`src/cco_pkg.sv`:
```
// constants and types shared by the call/clear/complement executor
// assumes one core clock; all callers sit on the same clock domain
//
// Functional notes
// - a call always transfers control to the target address held in the instruction.
// - a call first pushes the return address, the current program counter plus one.
// - after the push, a call loads the program counter with the target address.
// - byte zero writes zero to every bit of the addressed data byte.
// - bit zero clears only the selected bit of the addressed byte and keeps the rest.
// - the single watchdog clear resets the watchdog counter to zero.
// - the single watchdog clear also drives the power-down and time-out flags to zero, except a flag whose set event comes in the same cycle.
// - the first preclear clears the watchdog only together with the second preclear.
// - the second preclear clears only together with the first; the pair clears both flags, except a flag whose set event comes in the same cycle.
// - byte invert flips every bit of the addressed byte and writes it back in place.
package cco_pkg;

  // ****************
  // widths and values
  // ****************
  localparam int unsigned PC_W    = 10;
  localparam int unsigned MADDR_W = 6;
  localparam int unsigned DATA_W  = 8;
  localparam int unsigned BIT_W   = 3;

  localparam logic [PC_W-1:0]    PC_STEP     = 10'h001;
  localparam logic [PC_W-1:0]    PC_RST      = 10'h000;
  localparam logic [MADDR_W-1:0] MADDR_RST   = 6'h00;
  localparam logic [DATA_W-1:0]  BYTE_ZERO   = 8'h00;
  localparam logic [DATA_W-1:0]  BYTE_ONES   = 8'hff;
  localparam logic [DATA_W-1:0]  BIT_ONE     = 8'h01;

  // ****************
  // types
  // ****************
  typedef enum logic [2:0] {
    OP_NONE,
    OP_CALL,
    OP_BYTE_ZERO,
    OP_BIT_ZERO,
    OP_WATCHDOG_SINGLE_CLEAR,
    OP_WATCHDOG_PRECLEAR_FIRST,
    OP_WATCHDOG_PRECLEAR_SECOND,
    OP_BYTE_INVERT
  } cco_op_type;

  typedef struct packed {
    logic time_out_flag;
    logic power_down_flag;
    logic overflow_flag;
    logic zero_flag;
    logic aux_carry_flag;
    logic carry_flag;
  } cco_flags_type;

  localparam cco_flags_type FLAGS_RST = 6'h00;

  typedef struct packed {
    cco_op_type          op;
    logic [PC_W-1:0]     target;
    logic [MADDR_W-1:0]  maddr;
    logic [BIT_W-1:0]    bit_sel;
  } cco_instr_type;

endpackage : cco_pkg

```
`src/cco_exec.sv`:
```
// executor for call, clears, watchdog clears and byte invert
// assumes memory read data for the addressed byte is valid with the op strobe
`timescale 1ns/1ps
`default_nettype none
module cco_exec
  import cco_pkg::*;
(
  input  wire logic                I_CLK,
  input  wire logic                I_ARST_N,
  input  wire logic                I_OP_VALID,
  input  wire cco_instr_type       I_INSTR,
  input  wire logic [PC_W-1:0]     I_PC,
  input  wire logic [DATA_W-1:0]   I_MEM_RDATA,
  input  wire logic                I_TO_SET,
  input  wire logic                I_PDF_SET,
  input  wire logic                I_ALU_FLAG_WE,
  input  wire cco_flags_type       I_ALU_FLAGS,
  output var  logic                O_STACK_PUSH,
  output var  logic [PC_W-1:0]     O_STACK_DATA,
  output var  logic                O_PC_LOAD,
  output var  logic [PC_W-1:0]     O_PC_DATA,
  output var  logic                O_MEM_WE,
  output var  logic [MADDR_W-1:0]  O_MEM_ADDR,
  output var  logic [DATA_W-1:0]   O_MEM_WDATA,
  output var  logic                O_WDT_CLEAR,
  output var  cco_flags_type       O_FLAGS
);

  logic           act_call;
  logic           act_bzero;
  logic           act_bitz;
  logic           act_single;
  logic           act_first;
  logic           act_second;
  logic           act_inv;
  logic           pair_done;
  logic           wdt_clr;
  logic [DATA_W-1:0] bit_mask;

  // ****************
  // decode
  // ****************
  assign act_call   = I_OP_VALID && (I_INSTR.op == OP_CALL);
  assign act_bzero  = I_OP_VALID && (I_INSTR.op == OP_BYTE_ZERO);
  assign act_bitz   = I_OP_VALID && (I_INSTR.op == OP_BIT_ZERO);
  assign act_single = I_OP_VALID && (I_INSTR.op == OP_WATCHDOG_SINGLE_CLEAR);
  assign act_first  = I_OP_VALID && (I_INSTR.op == OP_WATCHDOG_PRECLEAR_FIRST);
  assign act_second = I_OP_VALID && (I_INSTR.op == OP_WATCHDOG_PRECLEAR_SECOND);
  assign act_inv    = I_OP_VALID && (I_INSTR.op == OP_BYTE_INVERT);
  assign bit_mask   = BIT_ONE << I_INSTR.bit_sel;

  cco_preclear u_preclear (
    .i_clk       (I_CLK),
    .i_arst_n    (I_ARST_N),
    .i_first     (act_first),
    .i_second    (act_second),
    .o_pair_done (pair_done)
  );

  assign wdt_clr = act_single | pair_done;

  // ****************
  // call: push and load issued together, stack takes the push first
  // ****************
  always_ff @(posedge I_CLK or negedge I_ARST_N) begin
    if (!I_ARST_N) begin
      O_STACK_PUSH <= 1'b0;
      O_STACK_DATA <= PC_RST;
      O_PC_LOAD    <= 1'b0;
      O_PC_DATA    <= PC_RST;
    end else begin
      O_STACK_PUSH <= act_call;
      O_PC_LOAD    <= act_call;
      if (act_call) begin
        O_STACK_DATA <= I_PC + PC_STEP;
        O_PC_DATA    <= I_INSTR.target;
      end
    end
  end

  // ****************
  // data memory write-back
  // ****************
  always_ff @(posedge I_CLK or negedge I_ARST_N) begin
    if (!I_ARST_N) begin
      O_MEM_WE    <= 1'b0;
      O_MEM_ADDR  <= MADDR_RST;
      O_MEM_WDATA <= BYTE_ZERO;
    end else begin
      O_MEM_WE <= act_bzero | act_bitz | act_inv;
      if (act_bzero | act_bitz | act_inv) begin
        O_MEM_ADDR <= I_INSTR.maddr;
      end
      if (act_bzero) begin
        O_MEM_WDATA <= BYTE_ZERO;
      end else if (act_bitz) begin
        O_MEM_WDATA <= I_MEM_RDATA & ~bit_mask;
      end else if (act_inv) begin
        O_MEM_WDATA <= I_MEM_RDATA ^ BYTE_ONES;
      end
    end
  end

  // ****************
  // watchdog clear strobe and status flags
  // ****************
  always_ff @(posedge I_CLK or negedge I_ARST_N) begin
    if (!I_ARST_N) begin
      O_WDT_CLEAR <= 1'b0;
    end else begin
      O_WDT_CLEAR <= wdt_clr;
    end
  end

  // set events win over a clear in the same cycle
  always_ff @(posedge I_CLK or negedge I_ARST_N) begin
    if (!I_ARST_N) begin
      O_FLAGS <= FLAGS_RST;
    end else begin
      if (I_TO_SET) begin
        O_FLAGS.time_out_flag <= 1'b1;
      end else if (wdt_clr) begin
        O_FLAGS.time_out_flag <= 1'b0;
      end
      if (I_PDF_SET) begin
        O_FLAGS.power_down_flag <= 1'b1;
      end else if (wdt_clr) begin
        O_FLAGS.power_down_flag <= 1'b0;
      end
      // arithmetic flags move for any op except call, byte zero and bit zero
      if (I_ALU_FLAG_WE && !(act_call | act_bzero | act_bitz)) begin
        O_FLAGS.overflow_flag  <= I_ALU_FLAGS.overflow_flag;
        O_FLAGS.zero_flag      <= I_ALU_FLAGS.zero_flag;
        O_FLAGS.aux_carry_flag <= I_ALU_FLAGS.aux_carry_flag;
        O_FLAGS.carry_flag     <= I_ALU_FLAGS.carry_flag;
      end
    end
  end

  // ****************
  // assertions
  // ****************
  call_push_addr_a: assert property (
    @(posedge I_CLK) disable iff (!I_ARST_N)
    act_call |=> O_STACK_PUSH && O_STACK_DATA == $past(I_PC) + PC_STEP)
    else $error("call pushed wrong return address");

  call_target_a: assert property (
    @(posedge I_CLK) disable iff (!I_ARST_N)
    act_call |=> O_PC_LOAD && O_PC_DATA == $past(I_INSTR.target))
    else $error("call did not load target");

  call_push_load_a: assert property (
    @(posedge I_CLK) disable iff (!I_ARST_N)
    O_PC_LOAD |-> O_STACK_PUSH)
    else $error("program counter loaded without push");

  byte_zero_a: assert property (
    @(posedge I_CLK) disable iff (!I_ARST_N)
    act_bzero |=> O_MEM_WE && O_MEM_WDATA == BYTE_ZERO)
    else $error("byte zero wrote nonzero");

  bit_zero_a: assert property (
    @(posedge I_CLK) disable iff (!I_ARST_N)
    act_bitz |=> O_MEM_WE && !O_MEM_WDATA[$past(I_INSTR.bit_sel)]
      && ((O_MEM_WDATA ^ $past(I_MEM_RDATA)) & ~$past(bit_mask)) == BYTE_ZERO)
    else $error("bit zero disturbed other bits");

  byte_invert_a: assert property (
    @(posedge I_CLK) disable iff (!I_ARST_N)
    act_inv |=> O_MEM_WE && (O_MEM_WDATA ^ $past(I_MEM_RDATA)) == BYTE_ONES
      && O_MEM_ADDR == $past(I_INSTR.maddr))
    else $error("byte invert result wrong");

  mem_addr_a: assert property (
    @(posedge I_CLK) disable iff (!I_ARST_N)
    (act_bzero || act_bitz || act_inv) |=> O_MEM_WE && O_MEM_ADDR == $past(I_INSTR.maddr))
    else $error("write-back went to the wrong address");

  single_clear_a: assert property (
    @(posedge I_CLK) disable iff (!I_ARST_N)
    (act_single && !I_TO_SET && !I_PDF_SET) |=> O_WDT_CLEAR
      && !O_FLAGS.time_out_flag && !O_FLAGS.power_down_flag)
    else $error("single clear missed counter or flags");

  // a preclear that itself closed a pair leaves nothing behind to pair with
  pair_clear_a: assert property (
    @(posedge I_CLK) disable iff (!I_ARST_N)
    (((act_second && $past(act_first)) || (act_first && $past(act_second)))
      && !$past(pair_done)) |=> O_WDT_CLEAR)
    else $error("preclear pair did not clear");

  pair_flags_a: assert property (
    @(posedge I_CLK) disable iff (!I_ARST_N)
    (pair_done && !I_TO_SET && !I_PDF_SET) |=> O_WDT_CLEAR
      && !O_FLAGS.time_out_flag && !O_FLAGS.power_down_flag)
    else $error("preclear pair left a status flag set");

  lone_hold_a: assert property (
    @(posedge I_CLK) disable iff (!I_ARST_N)
    (O_WDT_CLEAR) |-> $past(act_single || pair_done))
    else $error("watchdog cleared without a complete clear");

  lone_flags_a: assert property (
    @(posedge I_CLK) disable iff (!I_ARST_N)
    ((act_first || act_second) && !pair_done && !I_TO_SET && !I_PDF_SET)
      |=> !O_WDT_CLEAR && $stable(O_FLAGS[5:4]))
    else $error("lone preclear touched counter or flags");

  arith_hold_a: assert property (
    @(posedge I_CLK) disable iff (!I_ARST_N)
    (act_call || act_bzero || act_bitz) |=> $stable(O_FLAGS[3:0]))
    else $error("arithmetic flags changed");

  arith_load_a: assert property (
    @(posedge I_CLK) disable iff (!I_ARST_N)
    (I_ALU_FLAG_WE && !(act_call || act_bzero || act_bitz))
      |=> O_FLAGS[3:0] == $past(I_ALU_FLAGS[3:0]))
    else $error("arithmetic flags not loaded");

  // main scenarios
  call_seen_c: cover property (@(posedge I_CLK) disable iff (!I_ARST_N) act_call);
  pair_seen_c: cover property (@(posedge I_CLK) disable iff (!I_ARST_N)
    act_second ##[1:4] act_first ##1 O_WDT_CLEAR);
  invert_seen_c: cover property (@(posedge I_CLK) disable iff (!I_ARST_N)
    act_inv ##1 O_MEM_WE);
  lone_seen_c: cover property (@(posedge I_CLK) disable iff (!I_ARST_N)
    act_second && !pair_done);
  bitz_seen_c: cover property (@(posedge I_CLK) disable iff (!I_ARST_N)
    act_bitz ##1 O_MEM_WE);

endmodule : cco_exec
`default_nettype wire

```
`src/cco_preclear.sv`:
```
// two-step watchdog clear pairing tracker
// assumes op strobes come from core logic on the same clock
`timescale 1ns/1ps
`default_nettype none
module cco_preclear
  import cco_pkg::*;
(
  input  wire logic i_clk,
  input  wire logic i_arst_n,
  input  wire logic i_first,
  input  wire logic i_second,
  output var  logic o_pair_done
);

  logic first_seen_q;
  logic second_seen_q;

  // pair completes when the partner has already been recorded
  assign o_pair_done = (i_first & second_seen_q) | (i_second & first_seen_q);

  // ****************
  // record lone executions, drop both once paired
  // ****************
  always_ff @(posedge i_clk or negedge i_arst_n) begin
    if (!i_arst_n) begin
      first_seen_q  <= 1'b0;
      second_seen_q <= 1'b0;
    end else if (o_pair_done) begin
      first_seen_q  <= 1'b0;
      second_seen_q <= 1'b0;
    end else begin
      if (i_first) begin
        first_seen_q <= 1'b1;
      end
      if (i_second) begin
        second_seen_q <= 1'b1;
      end
    end
  end

  lone_no_pair_a: assert property (
    @(posedge i_clk) disable iff (!i_arst_n)
    (i_first && !second_seen_q) |-> !o_pair_done ##1 first_seen_q)
    else $error("lone first preclear not recorded or paired");

endmodule : cco_preclear
`default_nettype wire
```
`config.mk`:
```
export PLATFORM = sky130hd
export DESIGN_NAME = cco_exec
export DESIGN_NICKNAME = d
export VERILOG_FILES = /design/src/cco_pkg.sv /design/src/cco_exec.sv /design/src/cco_preclear.sv
export SDC_FILE = /design/constraint.sdc
export NUM_CORES = 1
export LEC_CHECK = 0
export ABC_AREA = 1
export BUFFER_PORTS_ARGS = -buffer_cell sky130_fd_sc_hd__buf_4
export CORE_MARGIN = 2
export CORE_UTILIZATION = 50
export CTS_CLUSTER_SIZE = 12
export DETAILED_ROUTE_END_ITERATION = 7
export PLACE_DENSITY = 0.85
export SETUP_SLACK_MARGIN = 0.4
export SLEW_MARGIN = 20
export SYNTH_ARGS = -nofsm -noshare
export SYNTH_HDL_FRONTEND = slang
export SYNTH_SLANG_ARGS = --single-unit
```
`constraint.sdc`:
```
create_clock -name I_CLK -period 2.4 [get_ports I_CLK]
set_clock_uncertainty 0.2 [all_clocks]
set_input_delay 0.36 -clock I_CLK [delete_from_list [all_inputs] [get_ports I_CLK]]
set_output_delay 0.36 -clock I_CLK [all_outputs]
set_load 0.1 [all_outputs]
```
# Word-level counts from Yosys, hierarchy flattened
# Cells that the tools add are included.
dict set report classes {
  n_bitwise 11
  eq_ne 7
  n_addsub 1
  n_reduce_logical 14
  n_shift 1
  mux 10
}
# op count
set ops {}
lappend ops {{two-way mux 8 bit} 3}
lappend ops {{NOT 8 bit} 2}
lappend ops {{== test 3 bit (second input constant)} 4}
lappend ops {{adder 10 x 1 -> 10 bit (second input constant)} 1}
lappend ops {{AND 8 bit} 1}
lappend ops {{logical AND 1 bit} 8}
lappend ops {{nonzero test 2 bit} 4}
lappend ops {{left shift 1 x 3 -> 8 bit (first input constant)} 1}
lappend ops {{two-way mux 1 bit} 7}
lappend ops {{== test 3 x 2 -> 1 bit (second input constant)} 2}
lappend ops {{OR 1 bit} 6}
lappend ops {{== test 3 x 1 -> 1 bit (second input constant)} 1}
lappend ops {{nonzero test 3 bit} 1}
lappend ops {{AND 1 bit} 2}
lappend ops {{logical NOT 1 bit} 1}
dict set report totals {
  reg_bits 45
  out_inout_bits 44
}

# Logic depth before layout (Yosys ltp)
# Gate-level depths: netlist of run 1.
dict set report depth {
  word_depth 7
  mapped_depth 7
  depth_no_buf 7
}

# Modules after synthesis
# A second synthesis of run 1 with hierarchy kept.
dict set report unflattened {
  cells_unflattened 255
  hier_area_um2 2069.5
}
# mod area_per_inst_um2 seq_area_each_um2 instances cells_each
set modules_own_cells {}
lappend modules_own_cells {cco_exec 1990.7 1076.0 1 246}
lappend modules_own_cells {cco_preclear 78.8 50.0 1 9}

# Worst setup path before layout of run 1
# No wires, ideal clock.
dict set report synth_path {
  path_kind {reg2out}
  start {register, netlist name O_PC_LOAD}
  end {output O_STACK_PUSH}
  arrival_ps 1324
  path_slack_ps 516
  t_required_ps 1840
  stages_incl_launch_ff 2
  cell_sequence {dfrtp_1 buf_4}
}
# item line_no
set synth_rtl {}
lappend synth_rtl {{to (decl)} cco_exec.sv:18} ;# output var logic O_STACK_PUSH,

# Worst setup path in the final report of run 1
dict set report layout_path {
  start {register O_PC_DATA[5]}
  end {output O_PC_DATA[5]}
}
# item line_no
set layout_rtl {}
lappend layout_rtl {{from (decl)} cco_exec.sv:21} ;# output var logic [PC_W-1:0] O_PC_DATA,
lappend layout_rtl {{from (signal assigned)} cco_exec.sv:76} ;# O_PC_DATA <= I_INSTR.target;
# No word-level cell between the ends.

==> impl_results.md, run 1 <==
* Mapped Area at 2090 um^2
* Largest net degree at the start of global routing at 46
* Critical Path End Type: output pin
* CP Cell Sequence: buf_4
* CTS tree: done
* Setup violators final at 0
* Ant. Diodes at 0
* Drt first pass iters at 4
* RSZ-0062 raised after global routing: no
* Register bit total from synthesis at 45
* CTS H-tree depth at 2
* Port Buffers at 93
* Row cnt at 23
* First-pass GRT wire length at 7.21 mm
* Post-CTS Setup Bufs at 0
* F_max at 651 MHz
* Largest area contributor in the netlist: dfrtp_1
* Longest Clk Path Bufs at 2
* Die X at 68.6 um
* Outcome: complete, no violations
* Worst path slowest cell: dfrtp_1
* Part of the Yosys area used for sequential elements at 0.539
* Root Buffer: clkbuf_8
* Unique masters post-synth at 22
* Grt ovf at 0
* Vias at 1964
* Skew-Pair Late Insertion Delay at 0.30 ns
* Post-synth ARST share at 1.00
* Worst EP required at 1.84 ns
* Crit Path Category: reg -> out
* Routed wire length at 4.75 mm
* Top cells by count, synth: 124 x nand2_1, 45 x dfrtp_1, 21 x inv_1
* Fillcell total at 327
* Starting Density at 0.522
* Layout Nets at 415
* Die Ht at 68.6 um
* Number of synthesized flops with an enable pin at 0
* Flop2flop setup slack at 1.46 ns
* Gpl congestion at 0.779
* Area Overhead vs Synth at 40.7%
* Post-DP HPWL at 3.58 mm
* Startpoint Class: flop
* Worst slew pin tran at 0.554 ns
* Worst rel slew slack at 0.631
* Final critical-path required period at 1.54 ns
* DRC Markers at 0
* Sequential Area at 1130 um^2
* Peak supply drop at 613 uV
* Top-area cell type share of the netlist area at 0.539
* Final Hold Violating Endpoints at 0
* Hold Buf Count CTS at 1
* HP Class: in -> reg
* Vias in the first global route at 1718
* Total chip power at 2.85 mW
* Post-synthesis net count at 319
* Max-cap viol count at 0
* Yosys Warn Count at 0
* # IOs at 96
* Syn avg cell area at 7.86 um^2
* Sink Count at 45
* Clock transition at path regs at 0.08 ns
* CTS Buf Count at 5
* CP peak stage delay at 0.38 ns
* Top FF cell, synth: dfrtp_1
* Pwr Density at 971 nW/um^2
* Layout cells sized above 1 at 0.309
* Top-count cell post-synth: nand2_1
* Core box area at 4000 um^2
* Area contributors post-synth: dfrtp_1 54%, nand2_1 22%, inv_1 3.8%, nand3_1 3.6%, o21ai_0 3.6%
* Period utilization at 0.640
* Syn Inst Count at 266
* Wire per inst at 11.5 um
* WHS at 0.0433 ns
* Initial DRC count at 104
* Max Slew Vio Count at 0
* Crit path DAT at 0.98 ns
* Vias/cell at 4.76
* Post-CTS resize count at 0
* GRT Overall Usage at 0.204
* Die area at 4710 um^2
* Post-route ant nets at 0
* Leak pwr at 1.66 nW
* Setup TNS at 0 ns
* Crit path buf inv count at 1
* Area of the multi-input gates at 826 um^2
* CP Max Fanout at 2
* Initial antenna violation count at 0
* Family with the most delay on the worst path: flip-flops
cell families after synthesis:
logic type,count (synthesis),share of synthesized area
buffers and inverters,31,0.0659
flip-flops,45,0.539
AND/OR/NAND/NOR,161,0.316
adder cells (fa/ha/maj),1,0.00599
XOR/XNOR,2,0.00838
AO/OA/AOI/OAI,26,0.0647
area by class of cell:
cell class,instances,share of cell area
Multi-Input combinational cell,190,0.281
Timing Repair Buffer,95,0.243
Clock inverter,1,0.0102
Clock buffer,7,0.0294
Sequential cell,45,0.383
Tap cell,50,0.0213
Inverter,25,0.0319
placed cells by master (no fill, tap or decap):
cell           Yosys  routed
dlygate4sd3_1      0       1
bufinv_16          0       1
nor2_2             2       2
inv_1             21      21
nand3_2            2       2
xor2_1             1       1
xnor2_1            1       1
nor2_4             1       1
o21bai_1           1       1
o21ai_0           15      15
clkbuf_1           0       1
nor2_1            12      12
nand4_1            3       3
inv_2              4       4
o21ai_1            2       2
ha_1               1       1
buf_4              3      94
nand3_1           15      15
o21a_1             1       1
a21oi_1            7       7
clkbuf_8           0       6
nand2_1          124     124
nand2_2            2       2
dfrtp_1           45      45
sequential cells by signal (all words and copies together) (netlist names):
signal and flops:
O_WDT_CLEAR 1, O_PC_LOAD 1, O_MEM_WDATA 8, O_PC_DATA 10, O_MEM_ADDR 6, O_MEM_WE 1, u_preclear.first_seen_q 1, u_preclear.second_seen_q 1
O_STACK_DATA 10, O_FLAGS 6
final timing paths:
check,from,endpoint,cells after the start
setup reg to reg,u_preclear.first_seen_q,u_preclear.second_seen_q,3
min in group asynchronous,I_ARST_N,O_PC_DATA[4],2
hold reg to reg,O_PC_DATA[0],O_PC_DATA[0],2
setup / recovery,O_PC_DATA[5],O_PC_DATA[5],1
hold / removal,I_PDF_SET,O_FLAGS[4],3
max in group asynchronous,I_ARST_N,O_PC_DATA[0],2
report_power, final:
part | leakage (nW) | internal, mW | switching, mW | total [mW]
combinational | 1.04 | 0.270 | 1.05 | 1.32
sequential | 0.557 | 0.884 | 0.0674 | 0.951
clock | 0.0585 | 0.339 | 0.241 | 0.581
metal layers:
metal  vias to the layer above  global-route usage  part of all wire
met3                         5              0.0471             0.083
met4                         0              0.0850            0.0093
met2                        72               0.335              0.47
met1                       872               0.258              0.43
met5                         -                   0                 0
li1                       1015                   -                 -
stage by stage:
stage	setup WS [ns]	utilization	area (um^2)	std cells
detailed placement	0.729	0.703	2810	404
finish	0.865	0.735	2940	413
CTS	0.851	0.735	2940	413
global route	0.831	0.735	2940	413
global placement	0.731	0.703	2810	404
floorplan	0.516	-	2090	266
No activity file was read; power rests on OpenSTA's default activity.
==> run 2: changes to the inputs <==
- CORE_UTILIZATION: 50 -> 46
- PLACE_DENSITY: 0.85 -> 0.79
- clock period: 2.4 -> 1.6 ns (I/O delays scaled with it)
==> run 2 against run 1 <==
Clock power increased by 15%; clock-buffer cell count unchanged; via count increased by 13%; sequential power increased by 64%; hold slack got worse by 0.027 ns; cell count increased by 7.7%; combinational power increased by 89%; critical path depth unchanged; total power increased by 66%; first-iteration DRC count increased to 2.8 times the previous value; die area increased by 8.2%; non-clock buffer count increased by 30; critical endpoint is now O_STACK_PUSH.
==> impl_results.md, run 2 (synthesis gave the netlist of run 1 again) <==
* Outcome: complete, no violations
* Vias in the first global route at 1996 (+16%)
* Total chip power at 4.73 mW (+66%)
* CTS H-tree depth at 2 (unchanged)
* RSZ-0062 raised after global routing: yes
* Crit path buf inv count at 1 (unchanged)
* Worst slew pin tran at 0.401 ns (-0.153 ns)
* Met3 GRT Util at 0.0464 (-0.000664)
* Sink Count at 45 (unchanged)
* Largest net degree at the start of global routing at 46 (unchanged)
* Period utilization at 0.892
* Most common cell after layout, fill and taps aside: nand2_1
* Root Buffer: clkbuf_8
* Vias at 2223 (+13%)
* Crit Path Category: reg -> out
* GRT Overall Usage at 0.222 (+0.0177)
* Layout Nets at 445 (+7.2%)
* First-pass GRT wire length at 8.89 mm (+23%)
* Worst path slowest cell: dfrtp_4
* Final critical-path required period at 1.43 ns
* Area of the multi-input gates at 828 um^2 (+0.30%)
* Final Hold Violating Endpoints at 0 (unchanged)
* Core box area at 4350 um^2 (+8.9%)
* Gpl congestion at 0.863 (+11%)
* Layout cells sized above 1 at 0.417 (+0.109)
* M2 GR Usage at 0.386 (+0.0505)
* Setup violators final at 0 (unchanged)
* Post-route ant nets at 0 (unchanged)
* Skew-Pair Late Insertion Delay at 0.29 ns (about the same)
* Setup TNS at 0 ns (unchanged)
* Max-cap viol count at 0 (unchanged)
* Fillcell total at 243 (-26%)
* CTS Buf Count at 5 (unchanged)
* Critical Path End Type: output pin
* Die X at 71.4 um (+4.0%)
* Starting Density at 0.480 (-0.0425)
* Port Buffers at 93 (unchanged)
* Worst rel slew slack at 0.733 (+0.102)
* Grt ovf at 0 (unchanged)
* Max Slew Vio Count at 0 (unchanged)
* Initial antenna violation count at 0 (unchanged)
* HP Class: in -> reg
* Row cnt at 24 (+4.3%)
* Family with the most delay on the worst path: flip-flops
* Top Registers: O_PC_DATA (10), O_STACK_DATA (10), O_MEM_WDATA (8)
* CP Cell Sequence: buf_6
* Most frequent cells in the layout: 124 x nand2_1, 58 x buf_4, 42 x dfrtp_2
* CP peak stage delay at 0.50 ns (+0.12 ns)
* Die Ht at 71.4 um (+4.0%)
* Wire per inst at 15.0 um (+30%)
* DRC Markers at 0 (unchanged)
* Longest Clk Path Bufs at 2 (unchanged)
* Sequential Area at 1180 um^2 (+5.0%)
* Top Usage Layer GRT: met2
* Crit path DAT at 0.99 ns (about the same)
* Clock transition at path regs at 0.08 ns (about the same)
* Peak supply drop at 721 uV (+18%)
* Vias/cell at 5.00 (+5.0%)
* Initial DRC count at 295 (+180%)
* Startpoint Class: flop
* Routed wire length at 6.66 mm (+40%)
* Drt first pass iters at 4 (unchanged)
* F_max at 701 MHz
* Die area at 5100 um^2 (+8.2%)
* Pwr Density at 1270 nW/um^2 (+31%)
* Post-DP HPWL at 3.68 mm (+2.8%)
* Area Overhead vs Synth at 78.2%
* CP Max Fanout at 2 (unchanged)
* # IOs at 96 (unchanged)
* Worst EP required at 1.16 ns (-0.68 ns)
* CTS tree: done
* Ant. Diodes at 0 (unchanged)
* M1 GR Usage at 0.277 (+0.0193)
* Leak pwr at 1.87 nW (+13%)
-- run 2: area by class of cell --
type | count | area share
clock buffers | 7 | 0.0205
multi-input cells | 190 | 0.222
well taps | 52 | 0.0175
repair buffers | 125 | 0.395
flip-flops and latches | 45 | 0.318
inverters | 25 | 0.0252
clock inverters | 1 | 0.00134
-- run 2: through the flow --
step,area [um^2],setup slack [ns],hold slack (ns),util,instances
global placement,2900,0.203,0.0721,0.667,410
global route,3720,0.156,0.0259,0.855,445
finish,3720,0.174,0.0166,0.855,445
detailed placement,2900,0.171,0.0782,0.667,410
floorplan,2150,0.218,-0.256,-,266
CTS,3470,0.178,0.00564,0.797,440
-- run 2: final timing paths --
| check | start | endpoint | slack (ns) | cells after the start |
|---|---|---|---|---|
| setup / recovery | O_PC_LOAD | O_STACK_PUSH | 0.17 | 1 |
| hold / removal | I_MEM_RDATA[6] | O_MEM_WDATA[6] | 0.02 | 4 |
| setup reg to reg | O_MEM_ADDR[0] | O_MEM_ADDR[0] | 0.59 | 3 |
| hold reg to reg | O_PC_DATA[7] | O_PC_DATA[7] | 0.30 | 2 |
| max in group asynchronous | I_ARST_N | O_MEM_WDATA[4] | 0.63 | 2 |
| min in group asynchronous | I_ARST_N | O_PC_DATA[1] | 0.24 | 2 |
-- run 2: what timing repair did --
action | 4_1_cts | 5_1_grt
setup endpoints to repair | 44 | 90
gates resized for setup | 67 | 50
setup buffers | 0 | 5
hold buffers | 22 | 0
endpoints found under the hold margin | 66 | 0
-- run 2: layer usage --
metal	routed length, um	vias up
li1	-	1072
met1	2510	1022
met2	3470	106
met3	440	23
met4	243	0
met5	0	-
-- run 2: power by group --
part	switching, mW	leakage (nW)	internal, mW
clock	0.360	0.0422	0.307
sequential	0.203	0.505	1.36
combinational	1.63	1.32	0.867
total	2.20	1.87	2.53
==> run 3: changes to the inputs <==
- BUFFER_PORTS_ARGS: -buffer_cell sky130_fd_sc_hd__buf_4 -> unset
- CORE_UTILIZATION: 46 -> 62
- DONT_BUFFER_PORTS: unset -> 1
- PLACE_DENSITY: 0.79 -> 0.78
==> run 3 against run 2 <==
The run now ends with hold timing left; critical path type unchanged; wire length is 1.5% lower; highest routed layer unchanged; cell count decreased by 17%; largest cell class is now sequential cells; register-to-register slack got worse by 0.21 ns; worst setup slack worse by 0.12 ns.
==> impl_results.md, run 3 (synthesis gave the netlist of run 1 again) <==
* Outcome: finished with violations
* Failing checks: hold timing
* Layout cells sized above 1 at 0.253 (-0.164)
* M1 GR Usage at 0.334 (+0.0574)
* Leak pwr at 1.45 nW (-23%)
* Layout Nets at 376 (-16%)
* Vias in the first global route at 2004 (+0.40%)
* Port Buffers at 0 (-100%)
* Largest net degree at the start of global routing at 46 (unchanged)
* Worst slew pin tran at 0.326 ns (-0.0749 ns)
* Sink Count at 45 (unchanged)
* Post-route insts no fill at 370 (-17%)
* First-pass GRT wire length at 8.38 mm (-5.7%)
* # IOs at 96 (unchanged)
* RSZ-0062 raised after global routing: yes
* Longest Clk Path Bufs at 2 (unchanged)
* Max Slew Vio Count at 0 (unchanged)
* WHS at -0.673 ns (-0.690 ns)
* Die Ht at 62.1 um (-13%)
* Worst path slowest cell: dfrtp_4
* Grt ovf at 0 (unchanged)
* Peak supply drop at 840 uV (+16%)
* Die X at 62.1 um (-13%)
* Flop2flop setup slack at 0.38 ns (-0.21 ns)
* Starting Density at 0.636 (+0.156)
* DP Cell Count at 309 (-25%)
* Setup violators final at 0 (unchanged)
* Max-cap viol count at 0 (unchanged)
* CTS Buf Count at 5 (unchanged)
* Most frequent cells in the layout: 116 x nand2_1, 43 x dfrtp_4, 42 x dlygate4sd3_1
* Area Overhead vs Synth at 42.0%
* DRC Markers at 0 (unchanged)
* Clock transition at path regs at 0.16 ns (+0.08 ns)
* Initial antenna violation count at 0 (unchanged)
* Met3 GRT Util at 0.112 (+0.0654)
* CP Cell Sequence: buf_12
* Final critical-path required period at 1.54 ns (+0.115 ns)
* F_max at 649 MHz (-7.5%)
* Post-DP HPWL at 3.06 mm (-17%)
* GRT Overall Usage at 0.306 (+0.0849)
* Worst EP required at 1.16 ns (about the same)
* Die area at 3850 um^2 (-24%)
* Critical Path End Type: output pin
* Core box area at 3280 um^2 (-25%)
* HP Class: in -> async
* Worst rel slew slack at 0.782 (+0.0491)
* Total chip power at 3.91 mW (-17%)
* Routed wire length at 6.56 mm (-1.5%)
* CTS tree: done
* M2 GR Usage at 0.524 (+0.138)
* Top Registers: O_PC_DATA (10), O_STACK_DATA (10), O_MEM_WDATA (8)
* CP Max Fanout at 2 (unchanged)
* Vias/cell at 5.62 (+13%)
* Startpoint Class: flop
* Vias at 2080 (-6.4%)
* Wire per inst at 17.7 um (+18%)
* Pwr Density at 1320 nW/um^2 (+3.7%)
* Gpl congestion at 0.902 (+4.6%)
* Most common cell after layout, fill and taps aside: nand2_1
* Crit path buf inv count at 1 (unchanged)
* Post-route ant nets at 0 (unchanged)
* Drt first pass iters at 4 (unchanged)
* CP peak stage delay at 0.52 ns (+0.02 ns)
* Ant. Diodes at 0 (unchanged)
* Crit path DAT at 1.10 ns (+0.11 ns)
* Final Hold Violating Endpoints at 48 (+48)
* Top Usage Layer GRT: met2
* Root Buffer: clkbuf_4
* Row cnt at 21 (-13%)
* CTS H-tree depth at 2 (unchanged)
* Setup TNS at 0 ns (unchanged)
* Period utilization at 0.964 (+0.0720)
* Crit Path Category: reg -> out
* Skew-Pair Late Insertion Delay at 0.36 ns (+0.07 ns)
* Family with the most delay on the worst path: flip-flops
* Initial DRC count at 127 (-57%)
run 3: cell types whose count changed in the layout (fill, tap and decap cells not counted), moves of 9 or more:
cell and change:
dfrtp_4 +42, dlygate4sd3_1 +20, buf_4 -55, buf_12 -34, dlymetal6s4s_1 +10, dfrtp_2 -42
buf_6 -9
run 3: where the power goes:
part	internal, mW	switching, mW
sequential	1.43	1.43
clock	0.175	0.412
combinational	0.210	0.250
total	1.82	2.09
run 3: per-layer routing:
metal,share of wire,wire length [um]
met5,0,0
met4,0.034,223
met3,0.094,619
met2,0.52,3390
met1,0.35,2320
run 3: cell type report:
| class | count | area (um^2) |
|---|---|---|
| clock buffers | 5 | 37.5 |
| clock inverters | 3 | 21.3 |
| fillers | 149 | 318 |
| inverters | 25 | 93.8 |
| multi-input cells | 190 | 881 |
| flip-flops and latches | 45 | 1290 |
| well taps | 46 | 57.6 |
| repair buffers | 56 | 588 |
run 3: final timing paths:
| kind | start | endpoint | cells past startpoint |
|---|---|---|---|
| max reg2reg | O_FLAGS[1] | O_FLAGS[1] | 2 |
| min in group I_CLK | I_PC[1] | O_STACK_DATA[1] | 3 |
| min reg2reg | u_preclear.first_seen_q | u_preclear.first_seen_q | 2 |
| max | O_PC_LOAD | O_STACK_PUSH | 1 |
| min | I_ARST_N | O_STACK_DATA[9] | 0 |
| max in group asynchronous | I_ARST_N | O_MEM_WDATA[1] | 0 |
run 3: timing repair:
| item | CTS | global route |
|---|---|---|
| setup buffers | 0 | 1 |
| pin swaps | 0 | 6 |
| endpoints found under the hold margin | 88 | 51 |
| hold buffers | 51 | 4 |
| gates resized for setup | 42 | 33 |
| setup endpoints to repair | 45 | 78 |
run 3: metrics by stage:
stage               instance area, um^2  hold WS (ns)   util  worst slack, ns
CTS                                2870        -0.674  0.874           0.0608
detailed placement                 2190        -0.255  0.668            0.342
floorplan                          2150        -0.256      -            0.218
finish                             2970        -0.673  0.903           0.0583
global route                       2970        -0.701  0.903           0.0132
global placement                   2190        -0.255  0.668            0.355
